==> src/core/rcm_pkg.sv <==
package rcm_pkg;

  // ==========================================================================
  // Bus geometry
  localparam int ADDR_W = 8;
  localparam int DATA_W = 32;
  localparam logic [1:0] RESP_OKAY = 2'h0;
  localparam logic [1:0] RESP_SLVERR = 2'h2;

  // ==========================================================================
  // Register offsets (byte addresses)
  localparam logic [7:0] OFF_CMD = 8'h00;
  localparam logic [7:0] OFF_CTRL = 8'h04;
  localparam logic [7:0] OFF_DBSIZE = 8'h08;
  localparam logic [7:0] OFF_STATUS = 8'h0C;
  localparam logic [7:0] OFF_NOREAD = 8'h10;
  localparam logic [7:0] OFF_TRIG = 8'h14;
  localparam logic [7:0] OFF_GOOD = 8'h18;
  localparam logic [7:0] OFF_MISM = 8'h1C;
  localparam logic [7:0] OFF_RATE = 8'h20;
  localparam logic [7:0] OFF_LIMIT = 8'h24;
  localparam logic [7:0] OFF_PN_BOOT = 8'h28;
  localparam logic [7:0] OFF_PN_APP = 8'h2C;
  localparam logic [7:0] OFF_PN_PROF = 8'h30;
  localparam logic [7:0] OFF_CK_BOOT = 8'h34;
  localparam logic [7:0] OFF_CK_APP = 8'h38;
  localparam logic [7:0] OFF_CK_PROF = 8'h3C;
  localparam logic [7:0] OFF_WDATA = 8'h40;
  localparam logic [1:0] REGION_ENT_LEN = 2'h2;
  localparam logic [1:0] REGION_ENT_DATA = 2'h3;

  // ==========================================================================
  // Field positions
  localparam int CMD_OP_LSB = 0;
  localparam int CMD_IDX_LSB = 8;
  localparam int CMD_LEN_LSB = 16;
  localparam int CTRL_MATCH_EN = 0;
  localparam int ST_ENABLED = 0;
  localparam int ST_DPS = 1;
  localparam int ST_PCT = 2;
  localparam int ST_ERR = 3;
  localparam int ST_PEND_LSB = 8;
  localparam int ENT_IDX_LSB = 16;

  // ==========================================================================
  // Sizes and reset values
  localparam int IDX_W = 4;
  localparam int LEN_W = 12;
  localparam int MAX_ENTRIES = 10;
  localparam logic [3:0] DB_SIZE_RST = 4'h1;
  localparam logic [3:0] DB_SIZE_MIN = 4'h1;
  localparam logic [3:0] DB_SIZE_MAX = 4'hA;
  localparam logic CTRL_RST = 1'b0;

  // ==========================================================================
  // Timing
  localparam int CLK_KHZ = 125000;
  localparam int PULSE_NS = 10000;
  localparam int PULSE_CYC = (PULSE_NS * CLK_KHZ) / 1000000;
  localparam int RATE_WIN_MS = 1000;

  // ==========================================================================
  // Command opcodes
  typedef enum logic [7:0] {
    OP_NOP = 8'h00,
    OP_DPS_TEST = 8'h01,
    OP_PCT_TEST = 8'h02,
    OP_RATE_EXIT = 8'h03,
    OP_NOREAD_CLR = 8'h04,
    OP_TRIG_CLR = 8'h05,
    OP_GOOD_CLR = 8'h06,
    OP_MISM_CLR = 8'h07,
    OP_PULSE1 = 8'h08,
    OP_PULSE2 = 8'h09,
    OP_PULSE3 = 8'h0A,
    OP_DISABLE = 8'h0B,
    OP_ENABLE = 8'h0C,
    OP_MASTER_SET = 8'h0D,
    OP_CAPTURE = 8'h0E
  } rcm_op_t;

  // Per-entry character limit for a database size (pool of 3000 split evenly)
  function automatic logic [11:0] rcm_limit(input logic [3:0] size);
    case (size)
      4'h1: rcm_limit = 12'd3000;
      4'h2: rcm_limit = 12'd1500;
      4'h3: rcm_limit = 12'd1000;
      4'h4: rcm_limit = 12'd750;
      4'h5: rcm_limit = 12'd600;
      4'h6: rcm_limit = 12'd500;
      4'h7: rcm_limit = 12'd428;
      4'h8: rcm_limit = 12'd375;
      4'h9: rcm_limit = 12'd333;
      4'hA: rcm_limit = 12'd300;
      default: rcm_limit = 12'h000;
    endcase
  endfunction : rcm_limit

endpackage : rcm_pkg

==> src/core/rcm_evt_counter.sv <==
`timescale 1ns/1ps
module rcm_evt_counter #(
  parameter int CNT_W = 32
) (
  input wire logic aclk,
  input wire logic aresetn,
  input wire logic ce,
  input wire logic inc,
  input wire logic clr,
  output logic [CNT_W-1:0] count
);

  // ==========================================================================
  // Saturating counter; an event in the clear cycle counts as one
  logic [CNT_W-1:0] cnt_ff;

  always_ff @(posedge aclk) begin
    if (!aresetn) begin
      cnt_ff <= '0;
    end else if (ce) begin
      if (clr) begin
        cnt_ff <= inc ? CNT_W'(1) : '0;
      end else if (inc && (cnt_ff != '1)) begin
        cnt_ff <= cnt_ff + CNT_W'(1);
      end
    end
  end

  assign count = cnt_ff;

endmodule : rcm_evt_counter

==> src/core/rcm_pulse_gen.sv <==
`timescale 1ns/1ps
module rcm_pulse_gen #(
  parameter int LEN = 1250
) (
  input wire logic aclk,
  input wire logic aresetn,
  input wire logic ce,
  input wire logic fire,
  output logic pulse
);

  // ==========================================================================
  // Holds the output high for LEN cycles; a new fire restarts the span
  localparam int CW = $clog2(LEN + 1);
  logic [CW-1:0] left_ff;
  logic pulse_ff;

  always_ff @(posedge aclk) begin
    if (!aresetn) begin
      left_ff <= '0;
      pulse_ff <= 1'b0;
    end else if (ce) begin
      if (fire) begin
        left_ff <= CW'(LEN - 1);
        pulse_ff <= 1'b1;
      end else if (left_ff != '0) begin
        left_ff <= left_ff - CW'(1);
      end else begin
        pulse_ff <= 1'b0;
      end
    end
  end

  assign pulse = pulse_ff;

endmodule : rcm_pulse_gen

==> src/core/rcm_reader_cmd.sv <==
// Our own choices: the register addresses and the AXI4-Lite register port.
`timescale 1ns/1ps
module rcm_reader_cmd
  import rcm_pkg::*;
#(
  parameter int unsigned RATE_WIN_CYC = RATE_WIN_MS * CLK_KHZ,
  parameter int CNT_W = 32,
  parameter logic [31:0] PN_BOOT = 32'h0000_0B01,  // Arbitrary value
  parameter logic [31:0] PN_APP = 32'h0000_0A01,   // Arbitrary value
  parameter logic [31:0] PN_PROF = 32'h0000_0C01,  // Arbitrary value
  parameter logic [31:0] CK_BOOT = 32'h0000_1111,  // Arbitrary value
  parameter logic [31:0] CK_APP = 32'h0000_2222,   // Arbitrary value
  parameter logic [31:0] CK_PROF = 32'h0000_3333   // Arbitrary value
) (
  input wire logic aclk,
  input wire logic aresetn,
  input wire logic ce,
  input wire logic [7:0] s_axi_awaddr,
  input wire logic s_axi_awvalid,
  output logic s_axi_awready,
  input wire logic [31:0] s_axi_wdata,
  input wire logic [3:0] s_axi_wstrb,
  input wire logic s_axi_wvalid,
  output logic s_axi_wready,
  output logic [1:0] s_axi_bresp,
  output logic s_axi_bvalid,
  input wire logic s_axi_bready,
  input wire logic [7:0] s_axi_araddr,
  input wire logic s_axi_arvalid,
  output logic s_axi_arready,
  output logic [31:0] s_axi_rdata,
  output logic [1:0] s_axi_rresp,
  output logic s_axi_rvalid,
  input wire logic s_axi_rready,
  input wire logic trigger_evt,
  input wire logic noread_evt,
  input wire logic decode_evt,
  input wire logic [11:0] decode_len,
  input wire logic [31:0] decode_word,
  output logic reader_enabled,
  output logic read_abort,
  output logic [2:0] out_pulse,
  output logic dps_test_active,
  output logic pct_test_active,
  output logic rate_strobe,
  output logic [31:0] rate_value
);

  // ==========================================================================
  // Bus slave state
  logic aw_got_ff, w_got_ff, bvalid_ff, rvalid_ff;
  logic [7:0] aw_addr_ff;
  logic [31:0] w_data_ff;
  logic [3:0] w_strb_ff;
  logic [1:0] bresp_ff, rresp_ff;
  logic [31:0] rdata_ff;
  logic wr_fire, wr_ok;
  logic [31:0] rd_mux;
  logic rd_ok;

  // ==========================================================================
  // Block state
  logic en_ff, abort_ff, dps_ff, pct_ff, err_ff, match_en_ff;
  logic [3:0] size_ff, pend_ff;
  logic [31:0] wdata_ff;
  logic [11:0] limit;
  logic [11:0] ent_len [1:MAX_ENTRIES];
  logic [31:0] ent_data [1:MAX_ENTRIES];
  logic [MAX_ENTRIES:1] hit;
  logic match;
  logic [3:0] cnt_inc, cnt_clr;
  logic [CNT_W-1:0] cnt_val [0:3];
  logic [2:0] pulse_fire;

  // ==========================================================================
  // Command decode
  logic cmd_go, size_go, bad_cmd, ent_go, cap_cmd, cap_go, cap_fit;
  logic trig_ok, noread_ok, dec_ok;
  rcm_op_t cmd_op;
  logic [3:0] cmd_idx, cap_idx, new_size;
  logic [11:0] cmd_len;

  assign s_axi_awready = ~aw_got_ff & ~bvalid_ff;
  assign s_axi_wready = ~w_got_ff & ~bvalid_ff;
  assign s_axi_bvalid = bvalid_ff;
  assign s_axi_bresp = bresp_ff;
  assign s_axi_arready = ~rvalid_ff;
  assign s_axi_rvalid = rvalid_ff;
  assign s_axi_rdata = rdata_ff;
  assign s_axi_rresp = rresp_ff;
  assign wr_fire = aw_got_ff & w_got_ff & ~bvalid_ff;

  // Writable map; partial strobes are refused
  always_comb begin
    case (aw_addr_ff)
      OFF_CMD, OFF_CTRL, OFF_DBSIZE, OFF_STATUS, OFF_WDATA: wr_ok = (w_strb_ff == 4'hF);
      default: wr_ok = 1'b0;
    endcase
  end

  // Write address/data capture in either order, then one response
  always_ff @(posedge aclk) begin
    if (!aresetn) begin
      aw_got_ff <= 1'b0;
      w_got_ff <= 1'b0;
      bvalid_ff <= 1'b0;
      bresp_ff <= RESP_OKAY;
      aw_addr_ff <= 8'h00;
      w_data_ff <= 32'h0000_0000;
      w_strb_ff <= 4'h0;
    end else if (ce) begin
      if (s_axi_awvalid && s_axi_awready) begin
        aw_got_ff <= 1'b1;
        aw_addr_ff <= s_axi_awaddr;
      end
      if (s_axi_wvalid && s_axi_wready) begin
        w_got_ff <= 1'b1;
        w_data_ff <= s_axi_wdata;
        w_strb_ff <= s_axi_wstrb;
      end
      if (wr_fire) begin
        aw_got_ff <= 1'b0;
        w_got_ff <= 1'b0;
        bvalid_ff <= 1'b1;
        bresp_ff <= wr_ok ? RESP_OKAY : RESP_SLVERR;
      end else if (bvalid_ff && s_axi_bready) begin
        bvalid_ff <= 1'b0;
      end
    end
  end

  // Read data selection
  always_comb begin
    rd_mux = 32'h0000_0000;
    rd_ok = 1'b1;
    case (s_axi_araddr)
      OFF_CTRL: rd_mux[CTRL_MATCH_EN] = match_en_ff;
      OFF_DBSIZE: rd_mux[3:0] = size_ff;
      OFF_STATUS: begin
        rd_mux[ST_ENABLED] = en_ff;
        rd_mux[ST_DPS] = dps_ff;
        rd_mux[ST_PCT] = pct_ff;
        rd_mux[ST_ERR] = err_ff;
        rd_mux[ST_PEND_LSB +: IDX_W] = pend_ff;
      end
      OFF_NOREAD: rd_mux = 32'(cnt_val[0]);
      OFF_TRIG: rd_mux = 32'(cnt_val[1]);
      OFF_GOOD: rd_mux = 32'(cnt_val[2]);
      OFF_MISM: rd_mux = 32'(cnt_val[3]);
      OFF_RATE: rd_mux = rate_value;
      OFF_LIMIT: rd_mux[LEN_W-1:0] = limit;
      OFF_PN_BOOT: rd_mux = PN_BOOT;
      OFF_PN_APP: rd_mux = PN_APP;
      OFF_PN_PROF: rd_mux = PN_PROF;
      OFF_CK_BOOT: rd_mux = CK_BOOT;
      OFF_CK_APP: rd_mux = CK_APP;
      OFF_CK_PROF: rd_mux = CK_PROF;
      OFF_WDATA: rd_mux = wdata_ff;
      default: begin
        if (s_axi_araddr[7:6] == REGION_ENT_LEN && s_axi_araddr[5:2] == 4'h0) begin
          rd_mux[3:0] = size_ff;
        end else if (s_axi_araddr[5:2] >= 4'h1 && s_axi_araddr[5:2] <= DB_SIZE_MAX &&
                     s_axi_araddr[7] && s_axi_araddr[1:0] == 2'h0) begin
          if (s_axi_araddr[5:2] <= size_ff) begin
            if (s_axi_araddr[7:6] == REGION_ENT_LEN) begin
              rd_mux[ENT_IDX_LSB +: IDX_W] = s_axi_araddr[5:2];
              rd_mux[LEN_W-1:0] = ent_len[s_axi_araddr[5:2]];
            end else begin
              rd_mux = ent_data[s_axi_araddr[5:2]];
            end
          end
        end else begin
          rd_ok = 1'b0;
        end
      end
    endcase
  end

  // Read answer one cycle after the address is taken
  always_ff @(posedge aclk) begin
    if (!aresetn) begin
      rvalid_ff <= 1'b0;
      rdata_ff <= 32'h0000_0000;
      rresp_ff <= RESP_OKAY;
    end else if (ce) begin
      if (s_axi_arvalid && s_axi_arready) begin
        rvalid_ff <= 1'b1;
        rdata_ff <= rd_mux;
        rresp_ff <= rd_ok ? RESP_OKAY : RESP_SLVERR;
      end else if (rvalid_ff && s_axi_rready) begin
        rvalid_ff <= 1'b0;
      end
    end
  end

  // Command fields and strobes
  assign cmd_go = wr_fire & wr_ok & (aw_addr_ff == OFF_CMD);
  assign cmd_op = rcm_op_t'(w_data_ff[CMD_OP_LSB +: 8]);
  assign cmd_idx = w_data_ff[CMD_IDX_LSB +: IDX_W];
  assign cmd_len = w_data_ff[CMD_LEN_LSB +: LEN_W];
  assign new_size = w_data_ff[3:0];
  assign size_go = wr_fire & wr_ok & (aw_addr_ff == OFF_DBSIZE) &
                   (new_size >= DB_SIZE_MIN) & (new_size <= DB_SIZE_MAX);
  assign limit = rcm_limit(size_ff);
  assign ent_go = cmd_go & (cmd_op == OP_MASTER_SET) & (cmd_idx >= 4'h1) &
                  (cmd_idx <= size_ff) & (cmd_len <= limit);
  assign cap_idx = (cmd_idx == 4'h0) ? 4'h1 : cmd_idx;
  assign cap_cmd = cmd_go & (cmd_op == OP_CAPTURE) & (cap_idx <= size_ff);
  assign trig_ok = trigger_evt & en_ff;
  assign noread_ok = noread_evt & en_ff;
  assign dec_ok = decode_evt & en_ff;
  assign cap_go = dec_ok & (pend_ff != 4'h0);
  assign cap_fit = (decode_len <= limit) & (decode_len != 12'h000);

  // Malformed commands and sizes, and captured decodes that do not fit
  always_comb begin
    bad_cmd = 1'b0;
    if (wr_fire && wr_ok && aw_addr_ff == OFF_DBSIZE && !size_go) begin
      bad_cmd = 1'b1;
    end
    if (cmd_go && cmd_op == OP_MASTER_SET && !ent_go) begin
      bad_cmd = 1'b1;
    end
    if (cmd_go && cmd_op == OP_CAPTURE && !cap_cmd) begin
      bad_cmd = 1'b1;
    end
    if (cap_go && !cap_fit) begin
      bad_cmd = 1'b1;
    end
  end

  // Configuration registers; reader enable does not touch them
  always_ff @(posedge aclk) begin
    if (!aresetn) begin
      match_en_ff <= CTRL_RST;
      size_ff <= DB_SIZE_RST;
      wdata_ff <= 32'h0000_0000;
    end else if (ce) begin
      if (wr_fire && wr_ok && aw_addr_ff == OFF_CTRL) begin
        match_en_ff <= w_data_ff[CTRL_MATCH_EN];
      end
      if (size_go) begin
        size_ff <= new_size;
      end
      if (wr_fire && wr_ok && aw_addr_ff == OFF_WDATA) begin
        wdata_ff <= w_data_ff;
      end
    end
  end

  // Reader on/off and read-cycle abort
  always_ff @(posedge aclk) begin
    if (!aresetn) begin
      en_ff <= 1'b1;
      abort_ff <= 1'b0;
    end else if (ce) begin
      abort_ff <= cmd_go && cmd_op == OP_DISABLE && en_ff;
      if (cmd_go && cmd_op == OP_DISABLE) begin
        en_ff <= 1'b0;
      end else if (cmd_go && cmd_op == OP_ENABLE) begin
        en_ff <= 1'b1;
      end
    end
  end

  // Read-rate test modes
  always_ff @(posedge aclk) begin
    if (!aresetn) begin
      dps_ff <= 1'b0;
      pct_ff <= 1'b0;
    end else if (ce && cmd_go) begin
      case (cmd_op)
        OP_DPS_TEST: begin
          dps_ff <= 1'b1;
          pct_ff <= 1'b0;
        end
        OP_PCT_TEST: begin
          pct_ff <= 1'b1;
          dps_ff <= 1'b0;
        end
        OP_RATE_EXIT: begin
          dps_ff <= 1'b0;
          pct_ff <= 1'b0;
        end
        default: begin
          dps_ff <= dps_ff;
        end
      endcase
    end
  end

  // Rate window: decodes per window, or triggers and good reads in pct mode
  logic [31:0] win_ff, win_dec_ff, win_trig_ff, win_good_ff;
  logic win_end, test_start;
  logic [31:0] rate_ff;
  logic rate_stb_ff;
  assign win_end = (win_ff == RATE_WIN_CYC - 1);
  assign test_start = cmd_go & ((cmd_op == OP_DPS_TEST) | (cmd_op == OP_PCT_TEST));

  always_ff @(posedge aclk) begin
    if (!aresetn) begin
      win_ff <= 32'h0000_0000;
      win_dec_ff <= 32'h0000_0000;
      win_trig_ff <= 32'h0000_0000;
      win_good_ff <= 32'h0000_0000;
      rate_ff <= 32'h0000_0000;
      rate_stb_ff <= 1'b0;
    end else if (ce) begin
      rate_stb_ff <= 1'b0;
      if (test_start || !(dps_ff || pct_ff)) begin
        win_ff <= 32'h0000_0000;
        win_dec_ff <= 32'h0000_0000;
        win_trig_ff <= 32'h0000_0000;
        win_good_ff <= 32'h0000_0000;
      end else if (win_end) begin
        win_ff <= 32'h0000_0000;
        win_dec_ff <= 32'h0000_0000;
        win_trig_ff <= 32'h0000_0000;
        win_good_ff <= 32'h0000_0000;
        rate_stb_ff <= 1'b1;
        rate_ff <= dps_ff ? win_dec_ff + 32'(dec_ok)
                          : {win_trig_ff[15:0], win_good_ff[15:0]};
      end else begin
        win_ff <= win_ff + 32'h0000_0001;
        win_dec_ff <= win_dec_ff + 32'(dec_ok);
        win_trig_ff <= win_trig_ff + 32'(trig_ok);
        win_good_ff <= win_good_ff + 32'(cnt_inc[2]);
      end
    end
  end

  // Pending capture index
  always_ff @(posedge aclk) begin
    if (!aresetn) begin
      pend_ff <= 4'h0;
    end else if (ce) begin
      if (cap_cmd) begin
        pend_ff <= cap_idx;
      end else if (cap_go) begin
        pend_ff <= 4'h0;
      end
    end
  end

  // Sticky command error; a new error beats the clear
  always_ff @(posedge aclk) begin
    if (!aresetn) begin
      err_ff <= 1'b0;
    end else if (ce) begin
      if (bad_cmd) begin
        err_ff <= 1'b1;
      end else if (wr_fire && wr_ok && aw_addr_ff == OFF_STATUS && w_data_ff[ST_ERR]) begin
        err_ff <= 1'b0;
      end
    end
  end

  // ==========================================================================
  // Master database entries and match
  genvar gi;
  generate
    for (gi = 1; gi <= MAX_ENTRIES; gi++) begin : g_ent
      localparam logic [3:0] IDX = 4'(gi);
      logic [11:0] len_ff;
      logic [31:0] data_ff;

      // Capture, then host entry, then pruning on size change
      always_ff @(posedge aclk) begin
        if (!aresetn) begin
          len_ff <= 12'h000;
          data_ff <= 32'h0000_0000;
        end else if (ce) begin
          if (cap_go && cap_fit && pend_ff == IDX) begin
            len_ff <= decode_len;
            data_ff <= decode_word;
          end
          if (ent_go && cmd_idx == IDX) begin
            len_ff <= cmd_len;
            data_ff <= (cmd_len == 12'h000) ? 32'h0000_0000 : wdata_ff;
          end
          if (size_go && len_ff > rcm_limit(new_size)) begin
            len_ff <= 12'h000;
            data_ff <= 32'h0000_0000;
          end
        end
      end

      assign ent_len[gi] = len_ff;
      assign ent_data[gi] = data_ff;
      assign hit[gi] = (IDX <= size_ff) && (len_ff != 12'h000) &&
                       (len_ff == decode_len) && (data_ff == decode_word);
    end
  endgenerate
  assign match = |hit;

  // ==========================================================================
  // Counters: no-read, trigger, good/match, mismatch
  assign cnt_inc[0] = noread_ok;
  assign cnt_inc[1] = trig_ok;
  assign cnt_inc[2] = dec_ok & (~match_en_ff | match);
  assign cnt_inc[3] = dec_ok & match_en_ff & ~match;
  assign cnt_clr[0] = cmd_go & (cmd_op == OP_NOREAD_CLR);
  assign cnt_clr[1] = cmd_go & (cmd_op == OP_TRIG_CLR);
  assign cnt_clr[2] = cmd_go & (cmd_op == OP_GOOD_CLR);
  assign cnt_clr[3] = cmd_go & (cmd_op == OP_MISM_CLR);

  generate
    for (gi = 0; gi < 4; gi++) begin : g_cnt
      rcm_evt_counter #(.CNT_W(CNT_W)) u_cnt (
        .aclk(aclk),
        .aresetn(aresetn),
        .ce(ce),
        .inc(cnt_inc[gi]),
        .clr(cnt_clr[gi]),
        .count(cnt_val[gi])
      );
    end
  endgenerate

  // ==========================================================================
  // Output pulses, independent of matching and output configuration
  assign pulse_fire[0] = cmd_go & (cmd_op == OP_PULSE1);
  assign pulse_fire[1] = cmd_go & (cmd_op == OP_PULSE2);
  assign pulse_fire[2] = cmd_go & (cmd_op == OP_PULSE3);

  generate
    for (gi = 0; gi < 3; gi++) begin : g_pulse
      rcm_pulse_gen #(.LEN(PULSE_CYC)) u_pulse (
        .aclk(aclk),
        .aresetn(aresetn),
        .ce(ce),
        .fire(pulse_fire[gi]),
        .pulse(out_pulse[gi])
      );
    end
  endgenerate

  // Status outputs
  assign reader_enabled = en_ff;
  assign read_abort = abort_ff;
  assign dps_test_active = dps_ff;
  assign pct_test_active = pct_ff;
  assign rate_strobe = rate_stb_ff;
  assign rate_value = rate_ff;

endmodule : rcm_reader_cmd

==> config.mk <==
export PLATFORM = sky130hd
export DESIGN_NAME = rcm_reader_cmd
export DESIGN_NICKNAME = d
export VERILOG_FILES = /design/src/core/rcm_pkg.sv /design/src/core/rcm_evt_counter.sv /design/src/core/rcm_pulse_gen.sv /design/src/core/rcm_reader_cmd.sv
export SDC_FILE = /design/constraint.sdc
export NUM_CORES = 2
export LEC_CHECK = 0
export BUFFER_PORTS_ARGS = -buffer_cell sky130_fd_sc_hd__buf_2
export CORE_UTILIZATION = 45
export CTS_BUF_LIST = sky130_fd_sc_hd__clkbuf_8
export DETAILED_ROUTE_END_ITERATION = 8
export PLACE_DENSITY = 0.59
export SETUP_SLACK_MARGIN = 0.5
export SLEW_MARGIN = 20
export SYNTH_ARGS = -nofsm -noshare
export SYNTH_HDL_FRONTEND = slang
export SYNTH_SLANG_ARGS = --single-unit
==> constraint.sdc <==
create_clock -name aclk -period 5.79 [get_ports aclk]
set_input_delay 0.8685 -clock aclk [delete_from_list [all_inputs] [get_ports aclk]]
set_output_delay 0.8685 -clock aclk [all_outputs]
set_load 0.01 [all_outputs]
==> flow_summary.ini <==
[grt]
grt_overflow = 0
grt_max_degree = 178
grt_pass1_wl_mm = 407.3
grt_use_total_pct = 46.80
antenna_found_initial = 32
grt_pass1_vias = 51790

[worst_setup_path]
worst_setup_path_startpoint = g_ent[3].len_ff[4]
worstPathRequired_ns = 6.60
reg2reg_from = g_ent[3].len_ff[4]
cp_max_fo = 5
crit_type = reg -> reg
rr_worst_depth = 21
cp-endpoint = win_good_ff[14]
startpoint_type = flop
end_kind = flop
crit_arrival_ns = 5.98
rrSetupSlack_ns = 0.61
rr_endpoint = win_good_ff[14]

[detailed_routing]
drt_iter0_drc = 8378
wirelength_mm = 297.6
wl_met3_mm = 35.57
drc_errors = 0
vias = 57220
vias_per_cell = 6.631
met2_length_mm = 123.7
post_drt_wl_per_cell_microns = 34.48
wl_met1_mm = 112.7
top_layer_used = met5
drtPass1Iterations = 9
drtAntennaViolNets = 0

[clock_tree]
clkLatencyLatePin_ns = 0.95
clockRootBuffer = clkbuf_8
cts_resized = 0
cts.clk_slew.worst_paths_ns = 0.06
cts_max_path_buffers = 3
cts_tree = yes
htreeDepth = 4
post-cts-setup-buffers = 0
cts_sinks = 885
postCtsHoldBufs = 0
cts_buffers = 164

[yosys]
yosysWarningCount = 0
synth.distinct_cells = 81
synth_top_cell_area_share_pct = 32.23
synth_area_leaders = dfxtp_1, xor2_1, nand2_1, mux2i_1, nand3_1
synth_area_sq_mm = 0.05498
syn_inst = 6873
synth-seq-cells = 885
syn_area_per_cell_sq_um = 7.999
synth-main-ff-cell = dfxtp_1
yosys.area.top_type = dfxtp_1
ys_seq_area_share_pct = 32.23
synth_async_sr_flop_share_pct = 0
synth_edf_count = 0

[floorplan]
initial_core_util_pct = 45.58
die_h_microns = 351.5
chipWidth_microns = 351.5
core.rowCount = 127
fp.coreArea_sq_mm = 0.1206
ios = 188
dieArea_sq_mm = 0.1236

[power]
p_leak_uw = 0.02381
p_per_area_mw_per_mm2 = 244.3
p_total_uw = 14990
vdd_drop_max_mv = 0.3017

[sta]
drv_slew = 0
post-route-min-period_ns = 5.176
setup_viol = 0
whs_ns = 0.1636
worst_clock_skew_ns = 0.05562
max_freq_mhz = 193.2
slew_headroom_pct = 16.12
tightestPinTransition_ns = 1.258
rsz0062_at_grt = false
fin_crit_sh_pct = 89.39
finalHoldViolCount = 0

[status]
outcome = completed

[layout]
nNetsFinal = 7172
instances_no_fill = 8630
drive_gt1_share_pct = 13.22
fill_cells = 11710
syn_to_final_growth_pct = 11.57
fin_util_pct = 50.86

[place]
dp_hpwl_mm = 211.7
io_buffers = 185
gp_congestion = 1.073
placed_cells = 8332

[run]
drv_cap = 0

[hold_path]
min_path_type = in -> reg
-- placed cells by master (no fill, tap or decap), drive strengths merged, types with 15 or more instances in the layout --
cell type  count
a211oi        20
a21o          44
a21oi        389
a221o         29
a221oi        76
a222oi        23
a22o          28
a22oi         35
a31oi         34
a41oi         23
and2          55
and3          89
and4          17
buf          441
clkbuf       205
clkinv        19
dfxtp        885
ha           179
inv          156
mux2         121
mux2i        338
mux4          44
nand2       1001
nand2b        34
nand3        500
nand4        109
nor2         384
nor2b         33
nor3          49
nor4         165
o211ai        35
o21ai        473
o22ai         18
o31ai        237
or3           27
or4           15
xnor2        124
xor2         430
-- sequential cells by signal, summed over array words and instances, names as in the netlist, 8 cells and up, named ones only --
signal,count
g_ent.data_ff,320
g_cnt.u_cnt.count,128
g_ent.len_ff,120
g_pulse.u_pulse.left_ff,33
rate_value,32
s_axi_rdata,32
w_data_ff,32
wdata_ff,32
win_dec_ff,32
win_ff,32
win_good_ff,16
win_trig_ff,16
limit,12
aw_addr_ff,8
-- area by class of cell --
class | count | area [sq um] | area share (%)
clock buffer | 205 | 2821 | 4.600
sequential | 885 | 17720 | 28.89
multi-input combinational | 5296 | 34680 | 56.53
timing repair buffer | 441 | 3138 | 5.116
antenna | 11 | 27.53 | 0.04488
tap | 1612 | 2017 | 3.288
clock inverter | 82 | 561.8 | 0.9159
inverter | 98 | 375.4 | 0.6119
-- per-stage QoR --
stage	TNS (ns)	setup WS [ns]	area [sq um]
after global routing	0	0.5016	61320
after CTS	0	0.7820	61300
after global placement	-0.1608	-0.07336	57920
after detailed placement	0	0.06365	57920
after floorplan	0	1.424	54980
final	0	0.6144	61340
-- metal layers --
| layer | track usage, % | vias up |
|---|---|---|
| met5 | 0 | - |
| met4 | 33.42 | 30 |
| met3 | 14.78 | 1077 |
| met2 | 69.22 | 3985 |
| met1 | 57.28 | 27360 |
| li1 | - | 24770 |
-- worst max-delay path, cell delays in order (launching register included) --
cell and delay, ns:
dfxtp_1 0.74, xor2_1 0.25, nor4_1 0.37, buf_4 0.20
nand4_1 0.16, a311oi_1 0.36, buf_4 0.18, a32oi_1 0.09
and3_1 0.26, a21oi_1 0.38, buf_4 0.23, ha_1 0.17
ha_1 0.19, and3_1 0.20, and3_1 0.20, and3_1 0.18
and3_1 0.19, and3_1 0.20, nand3_1 0.10, xnor2_1 0.14
a22oi_1 0.18, nor2_1 0.05
-- how the worst min path moves through the flow --
stage	end	depth (start not counted)	startpoint	slack, ns
6_report	w_strb_ff[0]	3	s_axi_wstrb[0]	0.16
5_1_grt	aw_addr_ff[4]	3	s_axi_awaddr[4]	0.13
4_1_cts	aw_addr_ff[4]	3	s_axi_awaddr[4]	0.10
3_5_place_dp	wdata_ff[13]	2	w_data_ff[13]	0.45
3_3_place_gp	aw_addr_ff[7]	2	aw_addr_ff[7]	0.44
2_1_floorplan	aw_addr_ff[7]	2	aw_addr_ff[7]	0.43
-- where the power goes --
part | switching (uW) | internal (uW)
logic | 1510 | 697
registers | 129 | 6230
clock network | 3070 | 3360
total | 4710 | 10300
-- kinds of logic after synthesis --
group	after synthesis	synth area share, %
AND/OR/NAND/NOR	2518	21.42
buffers and inverters	693	5.214
AO/OA/AOI/OAI	1540	17.80
other	1	0.006821
multiplexers	503	10.43
flip-flops	885	32.23
XOR/XNOR	554	8.826
adder cells (fa/ha/maj)	179	4.074
-- cell usage after synthesis, drive strengths merged (55+ instances only) --
master,instances
xnor2,124
nor2,384
nand3,500
ha,179
inv,96
mux2i,338
nor4,165
nand4,109
o31ai,237
mux2,121
nand2,1001
a21oi,389
a221oi,76
o21ai,473
and3,89
xor2,430
buf,203
and2,55
dfxtp,885
clkbuf,392
Note: power is estimated with default switching activity, not from simulation.
